--- src/hdl/cpw_params.svh ---
/*
 Constants of the complementary PWM channel: register offsets, field
 positions, reset values and prescaler terminal counts.
 Assumes inclusion by bare name from the package and the channel module.
*/
`ifndef CPW_PARAMS_SVH
`define CPW_PARAMS_SVH
`define CPW_ADDR_PER_LO  4'h0
`define CPW_ADDR_PER_HI  4'h1
`define CPW_ADDR_DUTY_LO 4'h2
`define CPW_ADDR_DUTY_HI 4'h3
`define CPW_ADDR_DT_LO   4'h4
`define CPW_ADDR_DT_HI   4'h5
`define CPW_ADDR_ENABLE  4'h6
`define CPW_ADDR_CONTROL 4'h7
`define CPW_BIT_RUN      0
`define CPW_BIT_PRI_EN   1
`define CPW_BIT_SEC_EN   2
`define CPW_BIT_MODE     3
`define CPW_BIT_FLT_EN   4
`define CPW_BIT_FLT_LVL  5
`define CPW_BIT_POL      2
`define CPW_BIT_FLT_ACT  4
`define CPW_BIT_FLT_ST   5
`define CPW_BIT_OVF      6
`define CPW_BIT_IRQ_EN   7
`define CPW_RST_BYTE     8'h00
`define CPW_RST_WORD     12'h000
`define CPW_CNT_START    12'h001
`define CPW_DIV1_TERM    7'h00
`define CPW_DIV8_TERM    7'h07
`define CPW_DIV32_TERM   7'h1F
`define CPW_DIV128_TERM  7'h7F
`endif

--- src/hdl/cpw_pkg.sv ---
/*
 Types of the complementary PWM channel: bus request and pin pair.
 Assumes the constants header sits beside this file.
*/
`include "cpw_params.svh"
package cpw_pkg;
  typedef logic [11:0] cpw_word_t;
  typedef struct packed {
    logic [3:0] addr;
    logic [7:0] wdata;
    logic       we;
    logic       re;
  } cpw_req_s;
  typedef struct packed {
    logic pri;
    logic sec;
  } cpw_pins_s;
endpackage

--- src/hdl/cpw_channel.sv ---
/*
 One 12-bit PWM channel with primary and secondary outputs, dead time,
 fault forcing, prescaler and overflow flag, behind a plain register port.
 Assumes one clock, a synchronous active-high reset, and an asynchronous
 fault pin; the bus master never drives both strobes at once.
*/
`timescale 1ns/1ps
`include "cpw_params.svh"
module cpw_channel (
  input  wire logic             clk,
  input  wire logic             rst,
  input  wire cpw_pkg::cpw_req_s bus_req,
  output logic [7:0]            rdata,
  input  wire logic             fault_input,
  output cpw_pkg::cpw_pins_s    pins,
  output logic                  irq
);

  // Software-visible register images
  logic [7:0] per_lo_q, per_lo_d, duty_lo_q, duty_lo_d, dt_lo_q, dt_lo_d;
  logic [3:0] per_hi_q, per_hi_d, duty_hi_q, duty_hi_d, dt_hi_q, dt_hi_d;
  logic [6:0] en_q, en_d;
  logic [7:0] con_q, con_d;
  // Committed and active compare values
  cpw_pkg::cpw_word_t per_com_q, per_com_d, per_act_q, per_act_d;
  cpw_pkg::cpw_word_t duty_com_q, duty_com_d, duty_act_q, duty_act_d;
  cpw_pkg::cpw_word_t dt_com_q, dt_com_d, dt_act_q, dt_act_d;
  cpw_pkg::cpw_word_t cnt_q, cnt_d;
  logic [6:0] pre_q, pre_d, div_term;
  logic [7:0] rdata_q, rdata_d;
  logic       flt_s1_q, flt_s2_q;
  cpw_pkg::cpw_pins_s pins_q, pins_d;
  logic       run_q, tick, ovf, flt_hit, pri_act, sec_act;
  logic       wr_en, wr_con;

  assign run_q  = en_q[`CPW_BIT_RUN];
  assign wr_en  = bus_req.we && (bus_req.addr == `CPW_ADDR_ENABLE);
  assign wr_con = bus_req.we && (bus_req.addr == `CPW_ADDR_CONTROL);

  // Prescaler terminal count from the divider select
  always_comb begin
    unique case (con_q[1:0])
      2'h0: div_term = `CPW_DIV1_TERM;
      2'h1: div_term = `CPW_DIV8_TERM;
      2'h2: div_term = `CPW_DIV32_TERM;
      2'h3: div_term = `CPW_DIV128_TERM;
    endcase
  end

  assign tick = run_q && (pre_q == div_term);
  // Period zero overflows every work clock rather than hanging
  assign ovf  = tick && (cnt_q >= per_act_q);
  // Enabled fault pin at its selected level; read only after two flops
  assign flt_hit = en_q[`CPW_BIT_FLT_EN]
                   && (flt_s2_q == con_q[`CPW_BIT_FLT_ACT]);

  // Waveform compare; in complementary mode the dead band sits at both edges of the duty
  always_comb begin
    if (en_q[`CPW_BIT_MODE]) begin
      pri_act = (cnt_q <= duty_act_q);
      sec_act = (cnt_q <= dt_act_q);
    end else begin
      pri_act = (cnt_q > dt_act_q) && (cnt_q <= duty_act_q);
      sec_act = ({1'b0, cnt_q} > ({1'b0, duty_act_q} + {1'b0, dt_act_q}));
    end
  end

  // Next state of counter, registers, flags and outputs
  always_comb begin
    per_lo_d   = per_lo_q;
    per_hi_d   = per_hi_q;
    duty_lo_d  = duty_lo_q;
    duty_hi_d  = duty_hi_q;
    dt_lo_d    = dt_lo_q;
    dt_hi_d    = dt_hi_q;
    en_d       = en_q;
    con_d      = con_q;
    per_com_d  = per_com_q;
    duty_com_d = duty_com_q;
    dt_com_d   = dt_com_q;
    per_act_d  = per_act_q;
    duty_act_d = duty_act_q;
    dt_act_d   = dt_act_q;
    cnt_d      = cnt_q;
    pre_d      = run_q ? (tick ? 7'h00 : pre_q + 7'h01) : 7'h00;
    rdata_d    = 8'h00;
    // Counting; a stopped channel freezes its count
    if (tick) begin
      if (ovf) begin
        cnt_d      = `CPW_CNT_START;
        per_act_d  = per_com_q;
        duty_act_d = duty_com_q;
        dt_act_d   = dt_com_q;
      end else begin
        cnt_d = cnt_q + 12'h001;
      end
    end
    // Register writes; the lower byte commits the joined value
    if (bus_req.we) begin
      unique case (bus_req.addr)
        `CPW_ADDR_PER_LO: begin
          per_lo_d  = bus_req.wdata;
          per_com_d = {per_hi_q, bus_req.wdata};
        end
        `CPW_ADDR_PER_HI:  per_hi_d = bus_req.wdata[3:0];
        `CPW_ADDR_DUTY_LO: begin
          duty_lo_d  = bus_req.wdata;
          duty_com_d = {duty_hi_q, bus_req.wdata};
        end
        `CPW_ADDR_DUTY_HI: duty_hi_d = bus_req.wdata[3:0];
        `CPW_ADDR_DT_LO: begin
          dt_lo_d  = bus_req.wdata;
          dt_com_d = {dt_hi_q, bus_req.wdata};
        end
        `CPW_ADDR_DT_HI:   dt_hi_d = bus_req.wdata[3:0];
        `CPW_ADDR_ENABLE:  en_d = bus_req.wdata[6:0];
        default: ;
      endcase
    end
    // Restart from 1 with fresh compare values on a run edge
    if (wr_en && !run_q && bus_req.wdata[`CPW_BIT_RUN]) begin
      cnt_d      = `CPW_CNT_START;
      pre_d      = 7'h00;
      per_act_d  = per_com_d;
      duty_act_d = duty_com_d;
      dt_act_d   = dt_com_d;
    end
    // Control: flags clear on a written zero, hardware set wins
    if (wr_con) begin
      con_d[`CPW_BIT_IRQ_EN] = bus_req.wdata[`CPW_BIT_IRQ_EN];
      con_d[4:0]             = bus_req.wdata[4:0];
      if (!bus_req.wdata[`CPW_BIT_OVF]) begin
        con_d[`CPW_BIT_OVF] = 1'b0;
      end
      if (!bus_req.wdata[`CPW_BIT_FLT_ST]) begin
        con_d[`CPW_BIT_FLT_ST] = 1'b0;
      end
    end
    if (ovf) begin
      con_d[`CPW_BIT_OVF] = 1'b1;
    end
    if (flt_hit) begin
      con_d[`CPW_BIT_FLT_ST] = 1'b1;
    end
    // Read data; unmapped offsets answer zero
    if (bus_req.re) begin
      unique case (bus_req.addr)
        `CPW_ADDR_PER_LO:  rdata_d = per_lo_q;
        `CPW_ADDR_PER_HI:  rdata_d = {4'h0, per_hi_q};
        `CPW_ADDR_DUTY_LO: rdata_d = duty_lo_q;
        `CPW_ADDR_DUTY_HI: rdata_d = {4'h0, duty_hi_q};
        `CPW_ADDR_DT_LO:   rdata_d = dt_lo_q;
        `CPW_ADDR_DT_HI:   rdata_d = {4'h0, dt_hi_q};
        `CPW_ADDR_ENABLE:  rdata_d = {1'b0, en_q};
        `CPW_ADDR_CONTROL: rdata_d = con_q;
        default:           rdata_d = 8'h00;
      endcase
    end
    // Outputs: fault levels first, then gated waveform with polarity
    if (con_q[`CPW_BIT_FLT_ST]) begin
      pins_d.pri = en_q[`CPW_BIT_FLT_LVL+1];
      pins_d.sec = en_q[`CPW_BIT_FLT_LVL];
    end else begin
      pins_d.pri = (run_q && en_q[`CPW_BIT_PRI_EN] && pri_act)
                   ^ con_q[`CPW_BIT_POL+1];
      pins_d.sec = (run_q && en_q[`CPW_BIT_SEC_EN] && sec_act)
                   ^ con_q[`CPW_BIT_POL];
    end
  end

  // Register stage; the fault pin passes two plain flops first
  always_ff @(posedge clk) begin
    flt_s1_q <= fault_input;
    flt_s2_q <= flt_s1_q;
    if (rst) begin
      per_lo_q   <= `CPW_RST_BYTE;
      per_hi_q   <= 4'h0;
      duty_lo_q  <= `CPW_RST_BYTE;
      duty_hi_q  <= 4'h0;
      dt_lo_q    <= `CPW_RST_BYTE;
      dt_hi_q    <= 4'h0;
      en_q       <= 7'h00;
      con_q      <= `CPW_RST_BYTE;
      per_com_q  <= `CPW_RST_WORD;
      duty_com_q <= `CPW_RST_WORD;
      dt_com_q   <= `CPW_RST_WORD;
      per_act_q  <= `CPW_RST_WORD;
      duty_act_q <= `CPW_RST_WORD;
      dt_act_q   <= `CPW_RST_WORD;
      cnt_q      <= `CPW_RST_WORD;
      pre_q      <= 7'h00;
      rdata_q    <= 8'h00;
      pins_q     <= '0;
    end else begin
      per_lo_q   <= per_lo_d;
      per_hi_q   <= per_hi_d;
      duty_lo_q  <= duty_lo_d;
      duty_hi_q  <= duty_hi_d;
      dt_lo_q    <= dt_lo_d;
      dt_hi_q    <= dt_hi_d;
      en_q       <= en_d;
      con_q      <= con_d;
      per_com_q  <= per_com_d;
      duty_com_q <= duty_com_d;
      dt_com_q   <= dt_com_d;
      per_act_q  <= per_act_d;
      duty_act_q <= duty_act_d;
      dt_act_q   <= dt_act_d;
      cnt_q      <= cnt_d;
      pre_q      <= pre_d;
      rdata_q    <= rdata_d;
      pins_q     <= pins_d;
    end
  end

  assign rdata = rdata_q;
  assign pins  = pins_q;
  // Level request; the system interrupt controller does the rest
  assign irq   = con_q[`CPW_BIT_IRQ_EN] && con_q[`CPW_BIT_OVF];
endmodule

--- config.mk ---
export PLATFORM = sky130hd
export DESIGN_NAME = cpw_channel
export DESIGN_NICKNAME = d
export VERILOG_FILES = /design/src/hdl/cpw_pkg.sv /design/src/hdl/cpw_channel.sv
export VERILOG_INCLUDE_DIRS = /design/src /design/src/hdl
export SDC_FILE = /design/constraint.sdc
export NUM_CORES = 1
export LEC_CHECK = 0
export BUFFER_PORTS_ARGS = -buffer_cell sky130_fd_sc_hd__buf_2
export CORE_MARGIN = 2
export CORE_UTILIZATION = 35
export DETAILED_ROUTE_END_ITERATION = 16
export MAX_ROUTING_LAYER = met4
export SYNTH_ARGS = -nofsm -noshare
export SYNTH_HDL_FRONTEND = slang
export SYNTH_SLANG_ARGS = --single-unit
--- constraint.sdc ---
create_clock -name clk -period 5 [get_ports clk]
set_input_delay 0.75 -clock clk [delete_from_list [all_inputs] [get_ports clk]]
set_output_delay 0.75 -clock clk [all_outputs]
set_load 0.005 [all_outputs]
==> impl_metrics.env <==
export IMPL_vdd_drop_max_mv=0.2349
export IMPL_design_die_area_um2=23460
export IMPL_critPathMostFrequentCell="ha_1"
export IMPL_critPathBufInv=0
export IMPL_area_growth_pct=11.46
export IMPL_antenna_left=0
export IMPL_cts_root_buf="clkbuf_16"
export IMPL_cts_sinks=154
export IMPL_cp_top_family="compound AO/OA/AOI/OAI gates"
export IMPL_synthDistinctLibCells=62
export IMPL_cts_tree="built"
export IMPL_fin_nets=1001
export IMPL_yosysSeqAreaShare=0.3959
export IMPL_finClkSkew_ns=0.007201
export IMPL_synth_seq_cells=154
export IMPL_rows=54
export IMPL_r2r_slack_ns=1.09
export IMPL_drc=0
export IMPL_post_cts_resized=0
export IMPL_required_ns=5.27
export IMPL_syn_num_nets=995
export IMPL_synthTopCellsByArea="dfxtp_1 40%, ha_1 10%, a21oi_1 7.5%"
export IMPL_routed_wl_um=21200
export IMPL_avgViaCountPerCell=5.277
export IMPL_max_cap_viol_count=0
export IMPL_place_congestion=0.9038
export IMPL_h_tree_depth=4
export IMPL_grt_pass1_vias=6057
export IMPL_drt_pass1_iterations=5
export IMPL_clockBufferDepth=2
export IMPL_coreArea_um2=21820
export IMPL_setup_ws_ns=1.093
export IMPL_power_leakage_nw=3.427
export IMPL_fmax_mhz=255.9
export IMPL_slew_limit_headroom=0.2014
export IMPL_yosys_area_top_type="dfxtp_1"
export IMPL_end_kind="flop"
export IMPL_die_h_um=153.2
export IMPL_synth_edf_count=0
export IMPL_grt_pass1_wl_um=34140
export IMPL_hold_buffers=0
export IMPL_synth_area_um2=7787
export IMPL_antenna_cells=0
export IMPL_drive_above_1_share=0.08779
export IMPL_drv_slew=0
export IMPL_critical_path_class="flop to flop"
export IMPL_vias=6406
export IMPL_antenna_found_initial=0
export IMPL_rsz0062_at_grt="false"
export IMPL_ys_async_sr_fraction=0
export IMPL_grt_start_max_net_pins=68
export IMPL_slowest_stage="or4_1"
export IMPL_netlist_instances=915
export IMPL_avgSynthCellArea_um2=8.511
export IMPL_crit_fanout=3
export IMPL_post_cts_buffers=0
export IMPL_clock_latency_ns=0.43
export IMPL_yosysWarningCount=0
export IMPL_yosys_most_used_dff="dfxtp_1"
export IMPL_tightestPinTransition_ns=1.191
export IMPL_finalSetupViolCount=0
export IMPL_place_ws_ns=1.162
export IMPL_wl_per_cell_um=17.46
export IMPL_initialDrtViolationCount=466
export IMPL_clk_pin_slew_worst_paths_ns=0.07
export IMPL_die_w_um=153.2
export IMPL_period_share=0.7815
export IMPL_setup_tns_ns=0
export IMPL_grt_overflow_total=0
export IMPL_cpPeakStageDelay_ns=0.44
export IMPL_cts_buffers=17
export IMPL_dp_hpwl_um=15030
export IMPL_start_kind="flop"
export IMPL_yosys_area_top_type_share=0.3959
export IMPL_timing_final_hold_violations=0
export IMPL_worst_hold_slack_ns=0.3285
export IMPL_initial_core_util=0.3568
export IMPL_io_pins=28
export IMPL_hp_class="flop to flop"
export IMPL_finalPower_mw=2.589
export IMPL_port_buffers=27
export IMPL_outcome="completed"
export IMPL_grt_usage=0.1888
export IMPL_n_fill_cell=2199
export IMPL_worstPathCellList="ha_1, a21o_1, a21oi_1, nor2b_1, or4_1, a41o_1, o41a_1, xnor2_1, ha_1, a2bb2oi_1, nand4_1, a311oi_1, o21ai_0, o22ai_1, o221ai_1"
export IMPL_arrival_ns=4.18
export IMPL_synth_most_common_cell="dfxtp_1"
export IMPL_ys_top_cells_by_count="154 x dfxtp_1, 116 x a21oi_1, 107 x nor2_1, 98 x nand2_1, 62 x ha_1"
export IMPL_cellPowerDensity_nw_per_um2=298.3
export IMPL_min_period_ns=3.907
## metrics by stage
stage                       util  std cells  instance area (um^2)
after floorplan                -        915                  7787
after global placement    0.3720       1182                  8118
after detailed placement  0.3720       1182                  8118
after CTS                 0.3977       1214                  8680
after global routing      0.3977       1214                  8680
final                     0.3977       1214                  8680
## routing by layer
layer	track usage	routed length (um)	up-vias
met4	0.05600	408	0
met2	0.2838	9447	142
met5	-	0	-
met1	0.2592	10360	2990
li1	-	-	3252
met3	0.03431	982	22
## final cells by class
class | count | area [um^2] | area share
sequential | 154 | 3083 | 0.3552
multi-input combinational | 670 | 4322 | 0.4979
inverter | 42 | 157.7 | 0.01816
clock inverter | 13 | 108.9 | 0.01254
clock buffer | 19 | 452.9 | 0.05218
timing repair buffer | 36 | 205.2 | 0.02364
tap | 280 | 350.3 | 0.04036
## state kept, by name (all words and copies together), names as in the netlist, 2 cells and up
name        flops
rdata           8
dt_hi_q         4
pins            2
per_lo_q        8
duty_com_q     12
pre_q           7
duty_act_q     12
duty_hi_q       4
per_hi_q        4
duty_lo_q       8
con_q           8
en_q            7
dt_act_q       12
cnt_q          12
per_com_q      12
dt_lo_q         8
per_act_q      12
dt_com_q       12
## cell families (layout without fill, tap and decap cells)
kind of cell	Yosys count	in the layout	synth area share
simple gates	324	324	0.1934
compound gates	216	216	0.1758
flops	154	154	0.3959
buf+inv	91	110	0.04916
fa+ha+maj	63	63	0.1022
mux	40	40	0.05318
xor+xnor	27	27	0.03037
## where the power goes
group	total [mW]	internal (mW)	switching, mW	leakage [nW]
clock network	1.22	0.674	0.549	0.275
registers	1.25	1.24	0.00908	1.24
logic	0.119	0.0365	0.0827	1.91
## path summary, 6_finish.rpt
path	from	end	cells past startpoint
setup / recovery	duty_act_q[1]	pins[0]	15
hold / removal	flt_s1_q	flt_s2_q	0
setup reg to reg	duty_act_q[1]	pins[0]	15
hold reg to reg	flt_s1_q	flt_s2_q	0
## cell usage in the layout, fill, tap and decap left out, types with 15 or more instances in the layout
| cell | count |
|---|---|
| xor2_1 | 16 |
| buf_2 | 26 |
| mux2i_1 | 38 |
| a21oi_1 | 116 |
| nand2_1 | 98 |
| dfxtp_1 | 154 |
| clkbuf_16 | 17 |
| inv_1 | 42 |
| ha_1 | 62 |
| nand3_1 | 50 |
| nor2_1 | 107 |
| nand4_1 | 15 |
(Power assumes the default switching activity.)
